--- config.mk ---
export PLATFORM = sky130hd
export DESIGN_NAME = cpu_core_register_context
export DESIGN_NICKNAME = d
export VERILOG_FILES = /design/src/cpu_ctx_pkg.sv /design/src/cpu_core_register_context.sv
export SDC_FILE = /design/constraint.sdc
export NUM_CORES = 1
export LEC_CHECK = 0
export ABC_AREA = 1
export BUFFER_PORTS_ARGS = -buffer_cell sky130_fd_sc_hd__buf_2
export CORE_UTILIZATION = 30
export CTS_CLUSTER_SIZE = 28
export DETAILED_ROUTE_END_ITERATION = 10
export PLACE_DENSITY = 0.47
export SLEW_MARGIN = 30
export SYNTH_ARGS = -nofsm -noshare
export SYNTH_HDL_FRONTEND = slang
export SYNTH_SLANG_ARGS = --single-unit
--- constraint.sdc ---
create_clock -name clk_i -period 6.45 [get_ports clk_i]
set_input_delay 0.9675 -clock clk_i [delete_from_list [all_inputs] [get_ports clk_i]]
set_output_delay 0.9675 -clock clk_i [all_outputs]
set_load 0.005 [all_outputs]
--- src/cpu_ctx_pkg.sv ---
package cpu_ctx_pkg;

  localparam int DATA_W = 8;
  localparam int PC_W = 12;
  localparam int STACK_LEVELS = 6;
  localparam int DEPTH_W = 3;

  localparam logic [7:0] ADDR_POINTER_FIRST = 8'h80;
  localparam logic [7:0] ADDR_POINTER_SECOND = 8'h81;
  localparam logic [7:0] ADDR_SHORT_FIRST = 8'h82;
  localparam logic [7:0] ADDR_SHORT_SECOND = 8'h83;
  localparam logic [7:0] ADDR_ACCUMULATOR = 8'hff;

  localparam logic [11:0] RESET_VECTOR = 12'hffe;
  localparam logic [11:0] NMI_VECTOR = 12'hffc;
  localparam logic [7:0] REG_RESET = 8'h00;
  localparam logic [11:0] PC_ONE = 12'h001;

  typedef enum logic [1:0]
  {
    CTX_NORMAL = 2'b00,
    CTX_INTERRUPT = 2'b01,
    CTX_NONMASKABLE = 2'b10
  } ctx_e;

  typedef enum logic [3:0]
  {
    PC_HOLD = 4'b0000,
    PC_INC = 4'b0001,
    PC_JUMP = 4'b0010,
    PC_CALL = 4'b0011,
    PC_REL = 4'b0100,
    PC_INT = 4'b0101,
    PC_NMI = 4'b0110,
    PC_RET = 4'b0111,
    PC_RETURN_FROM_INTERRUPT = 4'b1000
  } pc_src_e;

  typedef enum logic [2:0]
  {
    FLG_NONE = 3'b000,
    FLG_ARITH = 3'b001,
    FLG_LOGIC = 3'b010,
    FLG_BITTEST = 3'b011,
    FLG_ROTATE = 3'b100,
    FLG_LOAD = 3'b101
  } flag_op_e;

endpackage

--- src/cpu_core_register_context.sv ---
`timescale 1ns/1ps
// Functional notes
// (RULE1) 8-bit accumulator, also read and written as data-space location FFh.
// (RULE2) Two pointer registers appear at data-space locations 80h and 81h.
// (RULE3) Two short-direct registers appear at data-space locations 82h and 83h.
// (RULE4) Program counter is 12 bits, covering 4096 bytes of program space.
// (RULE5) Program counter increments after the current instruction address is read.
// (RULE6) Relative branch adds signed offset to program counter and writes it back.
// (RULE7) PC loads jump, call, relative, vectors, stack pop or PC+1.
// (RULE8) Three carry/zero pairs, one per context; only the current pair is used.
// (RULE9) Interrupt entry selects interrupt pair, NMI its pair; return restores previous.
// (RULE10) Context switches keep all pairs; a pair is accessed only in its context.
// (RULE11) Carry takes arithmetic carry, tested bit, or shifts through rotate-left.
// (RULE12) Zero set when last arithmetic or logic result is zero.
// (RULE13) After reset the NMI context and its flag pair are active.
// (RULE14) Return stack has six 12-bit levels outside data space.
// (RULE15) Call or interrupt pushes PC; the sixth level value is dropped.
// (RULE16) Return pops the first level into PC and shifts deeper levels up.
// (RULE17) More than six nestings keep the stack at its deepest position.
// (RULE18) Return on empty stack keeps stack at top; execution continues sequentially; the code holds PC unchanged.
// (RULE19) Reset empties the stack and loads PC with the reset vector.
// (RULE20) The chain of active contexts is recorded for each return from interrupt; the code keeps only the two most recent previous contexts.
module cpu_core_register_context
(
  input wire logic clk_i,
  input wire logic sys_rst_i,
  input wire logic [7:0] ds_addr_i,
  input wire logic ds_wr_i,
  input wire logic ds_rd_i,
  input wire logic [cpu_ctx_pkg::DATA_W-1:0] ds_wdata_i,
  output logic [cpu_ctx_pkg::DATA_W-1:0] ds_rdata_o,
  output logic ds_hit_o,
  input wire cpu_ctx_pkg::pc_src_e pc_src_i,
  input wire logic [cpu_ctx_pkg::PC_W-1:0] pc_target_i,
  input wire logic [7:0] pc_offset_i,
  input wire logic [cpu_ctx_pkg::PC_W-1:0] int_vector_i,
  input wire cpu_ctx_pkg::flag_op_e flag_op_i,
  input wire logic [cpu_ctx_pkg::DATA_W-1:0] alu_result_i,
  input wire logic alu_carry_i,
  input wire logic tested_bit_i,
  input wire logic flag_carry_i,
  input wire logic flag_zero_i,
  input wire logic acc_we_i,
  output logic [cpu_ctx_pkg::PC_W-1:0] program_counter_o,
  output logic [cpu_ctx_pkg::DATA_W-1:0] accumulator_o,
  output logic [cpu_ctx_pkg::DATA_W-1:0] pointer_first_o,
  output logic [cpu_ctx_pkg::DATA_W-1:0] pointer_second_o,
  output logic carry_o,
  output logic zero_o,
  output cpu_ctx_pkg::ctx_e ctx_o,
  output logic [cpu_ctx_pkg::DEPTH_W-1:0] stack_depth_o
);
  import cpu_ctx_pkg::*;

  typedef struct packed
  {
    logic [PC_W-1:0] program_counter;
    logic [DATA_W-1:0] accumulator;
    logic [DATA_W-1:0] pointer_reg_first;
    logic [DATA_W-1:0] pointer_reg_second;
    logic [DATA_W-1:0] short_direct_reg_first;
    logic [DATA_W-1:0] short_direct_reg_second;
    logic [2:0] carry_ctx;
    logic [2:0] zero_ctx;
    ctx_e ctx;
    ctx_e ctx_prev_first;
    ctx_e ctx_prev_second;
    logic [STACK_LEVELS-1:0][PC_W-1:0] stack; // RULE14
    logic [DEPTH_W-1:0] depth;
    logic [DATA_W-1:0] rdata;
    logic hit;
    logic carry_cur;
    logic zero_cur;
  } state_s;

  state_s st_r;
  state_s st_nxt;

  // Sign-extended offset added to the program counter
  function automatic logic [PC_W-1:0] pc_add(input logic [PC_W-1:0] pc,
                                             input logic [7:0] off);
    pc_add = pc + {{(PC_W-8){off[7]}}, off};
  endfunction

  // Readable data-space location
  function automatic logic ds_mapped(input logic [7:0] a);
    ds_mapped = (a == ADDR_ACCUMULATOR) || (a == ADDR_POINTER_FIRST) ||
                (a == ADDR_POINTER_SECOND) || (a == ADDR_SHORT_FIRST) ||
                (a == ADDR_SHORT_SECOND);
  endfunction

  logic push;
  logic pop;
  logic [1:0] ci;
  logic [DATA_W-1:0] acc_cur;

  always_comb
  begin
    st_nxt = st_r;
    push = (pc_src_i == PC_CALL) || (pc_src_i == PC_INT) || (pc_src_i == PC_NMI);
    pop = (pc_src_i == PC_RET) || (pc_src_i == PC_RETURN_FROM_INTERRUPT);
    ci = st_r.ctx; // RULE8
    acc_cur = st_r.accumulator;

    // Program counter sources
    case (pc_src_i)
      PC_HOLD: st_nxt.program_counter = st_r.program_counter;
      PC_INC: st_nxt.program_counter = st_r.program_counter + PC_ONE; // RULE5
      PC_JUMP: st_nxt.program_counter = pc_target_i; // RULE7
      PC_CALL: st_nxt.program_counter = pc_target_i; // RULE7
      PC_REL: st_nxt.program_counter = pc_add(st_r.program_counter, pc_offset_i); // RULE6
      PC_INT: st_nxt.program_counter = int_vector_i; // RULE7
      PC_NMI: st_nxt.program_counter = NMI_VECTOR; // RULE7
      PC_RET, PC_RETURN_FROM_INTERRUPT:
      begin
        if (st_r.depth != '0)
        begin
          st_nxt.program_counter = st_r.stack[0]; // RULE16
        end
        else
        begin
          st_nxt.program_counter = st_r.program_counter; // RULE18
        end
      end
      default: st_nxt.program_counter = st_r.program_counter;
    endcase

    // Return stack
    if (push)
    begin
      for (int i = STACK_LEVELS - 1; i > 0; i--)
      begin
        st_nxt.stack[i] = st_r.stack[i-1]; // RULE15
      end
      st_nxt.stack[0] = st_r.program_counter; // RULE15
      if (st_r.depth != DEPTH_W'(STACK_LEVELS))
      begin
        st_nxt.depth = st_r.depth + 3'h1;
      end // RULE17
    end
    else if (pop && (st_r.depth != '0))
    begin
      for (int i = 0; i < STACK_LEVELS - 1; i++)
      begin
        st_nxt.stack[i] = st_r.stack[i+1]; // RULE16
      end
      st_nxt.depth = st_r.depth - 3'h1;
    end

    // Context chain
    if (pc_src_i == PC_INT)
    begin
      st_nxt.ctx = CTX_INTERRUPT; // RULE9
      st_nxt.ctx_prev_first = st_r.ctx; // RULE20
      st_nxt.ctx_prev_second = st_r.ctx_prev_first;
    end
    else if (pc_src_i == PC_NMI)
    begin
      st_nxt.ctx = CTX_NONMASKABLE; // RULE9
      st_nxt.ctx_prev_first = st_r.ctx; // RULE20
      st_nxt.ctx_prev_second = st_r.ctx_prev_first;
    end
    else if (pc_src_i == PC_RETURN_FROM_INTERRUPT)
    begin
      st_nxt.ctx = st_r.ctx_prev_first; // RULE9 RULE20
      st_nxt.ctx_prev_first = st_r.ctx_prev_second;
      st_nxt.ctx_prev_second = CTX_NORMAL;
    end

    // Accumulator from the ALU side
    if (acc_we_i)
    begin
      st_nxt.accumulator = alu_result_i;
    end

    // Flags of the current context only
    case (flag_op_i)
      FLG_NONE:
      begin
        st_nxt.carry_ctx = st_r.carry_ctx;
      end
      FLG_ARITH:
      begin
        st_nxt.carry_ctx[ci] = alu_carry_i; // RULE11 RULE8
        st_nxt.zero_ctx[ci] = (alu_result_i == '0); // RULE12
      end
      FLG_LOGIC:
      begin
        st_nxt.zero_ctx[ci] = (alu_result_i == '0); // RULE12
      end
      FLG_BITTEST:
      begin
        st_nxt.carry_ctx[ci] = tested_bit_i; // RULE11
      end
      FLG_ROTATE:
      begin
        st_nxt.carry_ctx[ci] = acc_cur[7]; // RULE11
        st_nxt.accumulator = {acc_cur[6:0], st_r.carry_ctx[ci]};
        st_nxt.zero_ctx[ci] = ({acc_cur[6:0], st_r.carry_ctx[ci]} == '0);
      end
      FLG_LOAD:
      begin
        st_nxt.carry_ctx[ci] = flag_carry_i; // RULE10
        st_nxt.zero_ctx[ci] = flag_zero_i;
      end
      default:
      begin
        st_nxt.carry_ctx = st_r.carry_ctx;
      end
    endcase

    // Data-space writes win over the ALU path
    if (ds_wr_i)
    begin
      case (ds_addr_i)
        ADDR_ACCUMULATOR: st_nxt.accumulator = ds_wdata_i; // RULE1
        ADDR_POINTER_FIRST: st_nxt.pointer_reg_first = ds_wdata_i; // RULE2
        ADDR_POINTER_SECOND: st_nxt.pointer_reg_second = ds_wdata_i; // RULE2
        ADDR_SHORT_FIRST: st_nxt.short_direct_reg_first = ds_wdata_i; // RULE3
        ADDR_SHORT_SECOND: st_nxt.short_direct_reg_second = ds_wdata_i; // RULE3
        default: st_nxt.rdata = st_r.rdata;
      endcase
    end

    // Data-space reads, zero for unmapped locations
    st_nxt.hit = ds_rd_i && ds_mapped(ds_addr_i);
    st_nxt.rdata = '0;
    if (ds_rd_i)
    begin
      case (ds_addr_i)
        ADDR_ACCUMULATOR: st_nxt.rdata = st_r.accumulator; // RULE1
        ADDR_POINTER_FIRST: st_nxt.rdata = st_r.pointer_reg_first; // RULE2
        ADDR_POINTER_SECOND: st_nxt.rdata = st_r.pointer_reg_second; // RULE2
        ADDR_SHORT_FIRST: st_nxt.rdata = st_r.short_direct_reg_first; // RULE3
        ADDR_SHORT_SECOND: st_nxt.rdata = st_r.short_direct_reg_second; // RULE3
        default: st_nxt.rdata = '0;
      endcase
    end

    // Registered copy of the active pair
    st_nxt.carry_cur = st_nxt.carry_ctx[st_nxt.ctx]; // RULE8
    st_nxt.zero_cur = st_nxt.zero_ctx[st_nxt.ctx];
  end

  always_ff @(posedge clk_i)
  begin
    if (sys_rst_i)
    begin
      st_r <= '0;
      st_r.program_counter <= RESET_VECTOR; // RULE19
      st_r.depth <= '0; // RULE19
      st_r.ctx <= CTX_NONMASKABLE; // RULE13
      st_r.ctx_prev_first <= CTX_NORMAL;
      st_r.ctx_prev_second <= CTX_NORMAL;
      st_r.accumulator <= REG_RESET;
    end
    else
    begin
      st_r <= st_nxt;
    end
  end

  assign program_counter_o = st_r.program_counter; // RULE4
  assign accumulator_o = st_r.accumulator;
  assign pointer_first_o = st_r.pointer_reg_first;
  assign pointer_second_o = st_r.pointer_reg_second;
  assign carry_o = st_r.carry_cur; // RULE8
  assign zero_o = st_r.zero_cur;
  assign ctx_o = st_r.ctx;
  assign stack_depth_o = st_r.depth;
  assign ds_rdata_o = st_r.rdata;
  assign ds_hit_o = st_r.hit;

  AST_RESET_STATE: assert property (@(posedge clk_i) // RULE19
    sys_rst_i |=> (program_counter_o == RESET_VECTOR) && (stack_depth_o == '0)
                  && (ctx_o == CTX_NONMASKABLE))
    else $error("reset state wrong");

  AST_PC_INC: assert property (@(posedge clk_i) disable iff (sys_rst_i) // RULE5
    (pc_src_i == PC_INC) |=> (program_counter_o == $past(program_counter_o) + PC_ONE))
    else $error("pc did not increment");

  AST_PC_REL: assert property (@(posedge clk_i) disable iff (sys_rst_i) // RULE6
    (pc_src_i == PC_REL) |=>
      (program_counter_o == pc_add($past(program_counter_o), $past(pc_offset_i))))
    else $error("relative branch wrong");

  AST_CALL_PUSH: assert property (@(posedge clk_i) disable iff (sys_rst_i) // RULE15
    (pc_src_i == PC_CALL) |=> (st_r.stack[0] == $past(program_counter_o))
      && (program_counter_o == $past(pc_target_i)))
    else $error("call did not push");

  AST_RET_POP: assert property (@(posedge clk_i) disable iff (sys_rst_i) // RULE16
    ((pc_src_i == PC_CALL) ##1 (pc_src_i == PC_RET)) |=>
      (program_counter_o == $past(program_counter_o, 2)))
    else $error("return address lost");

  AST_DEEP_HOLD: assert property (@(posedge clk_i) disable iff (sys_rst_i) // RULE17
    ((pc_src_i == PC_CALL) && (stack_depth_o == 3'd6)) |=> (stack_depth_o == 3'd6))
    else $error("stack grew past six");

  AST_EMPTY_RET: assert property (@(posedge clk_i) disable iff (sys_rst_i) // RULE18
    ((pc_src_i == PC_RET) && (stack_depth_o == '0)) |=>
      (stack_depth_o == '0) && $stable(program_counter_o))
    else $error("empty return misbehaved");

  AST_CTX_RETURN: assert property (@(posedge clk_i) disable iff (sys_rst_i) // RULE9
    ((pc_src_i == PC_INT) ##1 (pc_src_i == PC_RETURN_FROM_INTERRUPT)) |=> (ctx_o == $past(ctx_o, 2)))
    else $error("context not restored");

  AST_FLAGS_KEPT: assert property (@(posedge clk_i) disable iff (sys_rst_i) // RULE10
    (pc_src_i == PC_INT) && (flag_op_i == FLG_NONE) |=> $stable(st_r.carry_ctx)
      && $stable(st_r.zero_ctx))
    else $error("flags changed on switch");

  AST_ZERO_FLAG: assert property (@(posedge clk_i) disable iff (sys_rst_i) // RULE12
    (flag_op_i == FLG_ARITH) && (pc_src_i == PC_HOLD) |=>
      (zero_o == ($past(alu_result_i) == '0)) && (carry_o == $past(alu_carry_i)))
    else $error("flags not from result");

  AST_ACC_DS: assert property (@(posedge clk_i) disable iff (sys_rst_i) // RULE1
    (ds_wr_i && (ds_addr_i == ADDR_ACCUMULATOR)) ##1 (ds_rd_i && !ds_wr_i
      && (ds_addr_i == ADDR_ACCUMULATOR) && !acc_we_i && (flag_op_i != FLG_ROTATE))
      |=> ds_hit_o && (ds_rdata_o == $past(ds_wdata_i, 2)))
    else $error("accumulator not at FFh");

  AST_NMI_ENTRY: assert property (@(posedge clk_i) disable iff (sys_rst_i) // RULE9
    (pc_src_i == PC_NMI) |=> (ctx_o == CTX_NONMASKABLE) && (program_counter_o == NMI_VECTOR))
    else $error("nmi entry wrong");

  AST_INT_ENTRY: assert property (@(posedge clk_i) disable iff (sys_rst_i) // RULE7
    (pc_src_i == PC_INT) |=> (ctx_o == CTX_INTERRUPT) && (program_counter_o == $past(int_vector_i)))
    else $error("interrupt entry wrong");

  AST_BITTEST: assert property (@(posedge clk_i) disable iff (sys_rst_i) // RULE11
    (flag_op_i == FLG_BITTEST) && (pc_src_i == PC_HOLD) |=> (carry_o == $past(tested_bit_i)))
    else $error("bit test carry wrong");

  AST_POINTER_WRITE: assert property (@(posedge clk_i) disable iff (sys_rst_i) // RULE2
    ds_wr_i && (ds_addr_i == ADDR_POINTER_FIRST) |=> (pointer_first_o == $past(ds_wdata_i)))
    else $error("pointer write lost");

endmodule

After elaboration in Yosys (flattened, before gate mapping). Cells that the tools add are included.

Add/sub/neg operators: 4. $lt $le $gt $ge: 3. Equal/unequal tests: 21. Multiplexer cells: 34. Bitwise logic cells: 1. Reduce and logical (&&, ||, !) cells: 26.

Operator list (number): 63-bit two-way mux (2); 12-bit one-hot mux with 6 select lines (1); 8-bit two-way mux (7); 8-bit equality test (second input constant) (5); 40-bit two-way mux (1); 8-bit one-hot mux with 5 select lines (1); 3-bit bitwise mux (7); 6-bit two-way mux (3); 4-bit by 3-bit equality test with 1-bit output (second input constant) (4); 8-bit zero test (2); 12-bit by 1-bit adder with 12-bit output (second input constant) (1); 12-bit adder (1); 12-bit two-way mux (1); 3-bit one-hot mux with 4 select lines (1); 2-bit AND reduction (6); 3-bit one-hot mux with 3 select lines (1); 4-bit by 2-bit equality test with 1-bit output (second input constant) (2); 2-bit OR reduction (4); 1-bit logical OR (7); 1-bit binary-select mux with 2-bit select (3); 3-bit by 2-bit equality test with 1-bit output (second input constant) (2); 3-bit equality test (second input constant) (2); 2-bit by 3-bit < comparator with 1-bit output (second input constant) (2); 3-bit nonzero test (2); 16 further kinds (21).

Register bits: 150. Bits of input ports: 72. Output and inout port bits: 52. Logic and storage cells: 111.

Logic depth before layout (Yosys ltp).
Depth in word-level cells: 8. Depth in mapped cells: 20. Gate-level depth less buffers: 20.

Worst setup path before layout. No wires, ideal clock.

Path kind: input to register. Start: in pc_src_i[1]. End: reg st_r, in the netlist program_counter_o[8]. Library setup time: 0.126 ns. Data arrival time: 2.860 ns. Data required time: 6.324 ns. Slack: 3.464 ns. Cell stages on the path: 18. Buffers on the path: 0. Cell sequence: nor2_2 > inv_1 > nor2_1 > inv_1 > or2_2 > ha_1 > inv_1 > fa_1 > inv_1 > nand2_1 > nand3_1 > nand2_1 > nand2_1 > a21oi_1 > nand3b_1 > nand2_1 > o21ai_1 > nand2_1.

Cells in the longest elaborated chain, start to end: 4. Elaborated cells between the ends (all ways): 14. Those cells by class: eq/ne (9); mux (1); reduce/logical (4).

RTL lines: start, declared (RTL line cpu_core_register_context.sv:33) `input wire cpu_ctx_pkg::pc_src_e pc_src_i,`; 4-bit by 2-bit equality test with 1-bit output (tied with other cells) (RTL line cpu_core_register_context.sv:106) `case (pc_src_i)`; 2-bit OR reduction (on tied branches); 6-bit nonzero test (no line) / 2-bit inequality test (equally long branches); 2-bit AND reduction (no line); end signal, assigned (RTL line cpu_core_register_context.sv:259) `st_r <= st_nxt;`; end, declared (RTL line cpu_core_register_context.sv:76) `state_s st_r;`.

Several ways; a longest one is shown, not always the timed one. A chain may end at the register's enable or synchronous reset.

Final worst setup path.
Start: in pc_src_i[3]. End: reg st_r[16] in the netlist's numbering.

Cells in the longest elaborated chain, start to end: 4. Elaborated cells between the ends (all ways): 11. Those cells by class: eq/ne (5); mux (1); reduce/logical (5).

RTL lines: 4-bit by 2-bit equality test with 1-bit output (tied with other cells) (RTL line cpu_core_register_context.sv:100) `push = (pc_src_i == PC_CALL) || (pc_src_i == PC_INT) || (pc_src_i == PC_NMI);`; 1-bit logical OR (on tied branches) (RTL line cpu_core_register_context.sv:100, cpu_core_register_context.sv:101); 1-bit logical OR / 1-bit logical AND (equally long branches) (RTL line cpu_core_register_context.sv:100, cpu_core_register_context.sv:141); 63-bit two-way mux / 2-bit nonzero test (equally long branches).

Several ways; a longest one is shown, not always the timed one.

==> impl_metrics.csv <==
group,metric,value,unit
synth,synth_edf_count,0,
synth,synthCells,1159,
die,die_area,27000,um2
route,vias_per_cell,4.78,
placed_design,io_buffers,123,
timing,hold_viol_final,0,
layout,area_growth,13.8,%
global_routing,grt_usage,16.7,%
global_routing,antenna_found_initial,0,
synth,netlist_area,7910,um2
clock_network,cts-resized-gates,0,
flow_run,max-cap-violations,0,
synth,synthDistinctLibCells,46,
synth,async_reset_ff_share,0,%
synth,synth.most_common_cell,"nand2_1",
layout,seq_area,3000,um2
critical_path,start_kind,"primary input",
synth,yosysTopAreaCellShare,38.0,%
die,boundaryPins,124,
timing,rsz0062_at_grt,"false",
route,drc,0,
route,ant_nets,0,
global_routing,grt-ovfl-total,0,
outcome,status,"complete, no violations",
timing,max-slew-margin-rel,36.5,%
critical_path,reg2reg_depth,9,
clock_network,clock_latency,0.44,ns
die,start_util,30.4,%
critical_path,worstPathMaxFanout,48,
route,first_iter_violations,517,
timing,slew_violations,0,
global_routing,grt_pass1_wl,35400,um
layout,fin_util,34.6,%
route,routed_wl,22100,um
clock_network,numCtsBuffers,17,
layout,final_layout_size_suffix_gt1_share,15.6,%
critical_path,required,6.83,ns
layout,nFillCells,2870,
timing,tns,0,ns
die,placementRows,59,
critical_path,worstSetupEndpointType,"register",
layout,fin_nets,1289,
route,vias,7441,
timing,clock.fmax,0.296,GHz
global_routing,grt_max_degree,63,
clock_network,clk_pin_slew,0.08,ns
critical_path,crit_arrival,3.76,ns
clock_network,cts_hold_buf,0,
synth,synth_top_cells_by_count,"nand2_1 (339), dfxtp_1 (150), inv_1 (136)",
synth,post_synth.cell_area_avg,6.82,um2
timing,tightest_slew,0.951,ns
power,peakVddDrop,0.159,mV
power,leakagePower,3.89,nW
min_path,hold_path_class,"register to register",
clock_network,cts.sink_count,150,
route,first_pass_iters,5,
clock_network,tritoncts,"yes",
die,die_w,164,um
timing,finClkSkew,0.0160,ns
synth,synth_seq_cells,150,
layout,diodes,0,
placed_design,dp_hpwl,15500,um
global_routing,grt_pass1_vias,6785,
synth,synthTopCellsByArea,"dfxtp_1 (38%), nand2_1 (16%), o21ai_0 (6.5%)",
layout,multiInputGateArea,3770,um2
synth,syn-num-nets,1240,
min_path,holdPathStages,2,
clock_network,htree_levels,4,
clock_network,cts.path.max_buffers,2,
power,powerDensity,256,nW/um2
synth,synth_top_area_cell,"dfxtp_1",
synth,ys_seq_area_share,38.0,%
clock_network,cts_setup_buffers,0,
synth,ys_warn_count,0,
die,die_h,164,um
placed_design,place_congestion,0.837,
critical_path,crit_type,"primary input to register",
synth,synth_ff_type,"dfxtp_1",
route,wl_per_cell,14.2,um
die,core-area,26000,um2
clock_network,root_buffer,"clkbuf_16",
timing,timing.hold.ws,0.454,ns
timing,finalCriticalPeriod,3.38,ns
timing,setup_viol,0,
timing,timing.final.crit_share,52.4,%
[cell type report]
cell class	count	area share, %
repair buffers	128	7.26
clock buffers	17	4.73
inverters	144	6.01
flip-flops and latches	150	33.4
multi-input cells	767	41.9
well taps	335	4.66
clock inverters	15	2.03
[placed cells by master (no fill, tap or decap), drive strengths merged, types with 2 or more instances in the layout]
| cell | Yosys | layout |
|---|---|---|
| clkbuf | 24 | 17 |
| clkinv | 1 | 7 |
| nor4 | 6 | 6 |
| a31oi | 42 | 42 |
| a311oi | 3 | 3 |
| nor2 | 55 | 55 |
| xnor2 | 3 | 3 |
| fa | 2 | 2 |
| a22o | 2 | 2 |
| o221ai | 10 | 10 |
| a211oi | 2 | 2 |
| dfxtp | 150 | 150 |
| o211ai | 7 | 7 |
| inv | 143 | 151 |
| a21oi | 84 | 84 |
| nor3 | 5 | 5 |
| a221oi | 5 | 5 |
| xor2 | 4 | 4 |
| nand3 | 56 | 56 |
| o22ai | 2 | 2 |
| or2 | 3 | 3 |
| o21ai | 108 | 108 |
| nand2 | 345 | 345 |
| nand4 | 9 | 9 |
| ha | 7 | 7 |
| buf | 74 | 128 |
[critical path: stages]
cell and delay [ns]:
buf_2 0.12, inv_1 0.07, nand2_1 0.08, nor3_2 0.52, inv_2 0.25, nand2_4 0.19
a21oi_4 0.04, buf_4 0.26, inv_2 0.35, buf_4 0.51, nand2_1 0.11, o211ai_1 0.12
nand2_1 0.07, inv_1 0.07
[where the power goes]
part	switching, mW	total, mW	leakage (nW)	internal [mW]
Combinational	0.195	0.302	2.38	0.106
Clock	0.483	1.01	0.293	0.526
Sequential	0.0347	0.992	1.22	0.957
Total	0.713	2.30	3.89	1.59
[path summary, 6_finish.rpt]
path | to | slack (ns) | start
worst min register to register | st_r[104]$_SDFFE_PP0P_ | 0.45 | st_r[104]$_SDFFE_PP0P_
worst max-delay path | st_r[16]$_SDFFE_PP0P_ | 3.07 | pc_src_i[3]
worst max register to register | st_r[54]$_SDFFE_PP0P_ | 4.18 | stack_depth_o[0]$_SDFFE_PP0P_
worst min-delay path | st_r[104]$_SDFFE_PP0P_ | 0.45 | st_r[104]$_SDFFE_PP0P_
[layer usage]
metal	share of wire (%)	GRT usage (%)	vias to the layer above
met5	0	0	-
met2	46	27.2	138
met1	48	22.6	3441
met4	0.82	4.42	0
met3	4.2	2.83	13
li1	-	-	3849
[through the flow]
stage / setup slack, ns / total power, mW / instance area, um2 / cells
after floorplan: 3.46 / 1.23 / 7910 / 1159
after global placement: 2.65 / 1.32 / 8380 / 1524
after detailed placement: 2.63 / 1.32 / 8380 / 1524
after CTS: 3.08 / 2.34 / 8990 / 1556
after global routing: 2.85 / 2.42 / 9000 / 1556
final: 3.07 / 2.30 / 9000 / 1556
[flip-flops by register name (all words and copies together) (netlist names)]
signal / count
ds_hit_o: 1
carry_o: 1
pointer_second_o: 8
st_r: 98
zero_o: 1
pointer_first_o: 8
program_counter_o: 12
stack_depth_o: 3
accumulator_o: 8
ctx_o: 2
ds_rdata_o: 8
[kinds of logic after synthesis]
logic type	synth area share, %
adder cells (fa/ha/maj)	1.61
buffers and inverters	14.3
flip-flops	38.0
AO/OA/AOI/OAI	19.3
AND/OR/NAND/NOR	25.8
XOR/XNOR	0.776
multiplexers	0.127
Note: power is estimated with default switching activity, not from simulation.
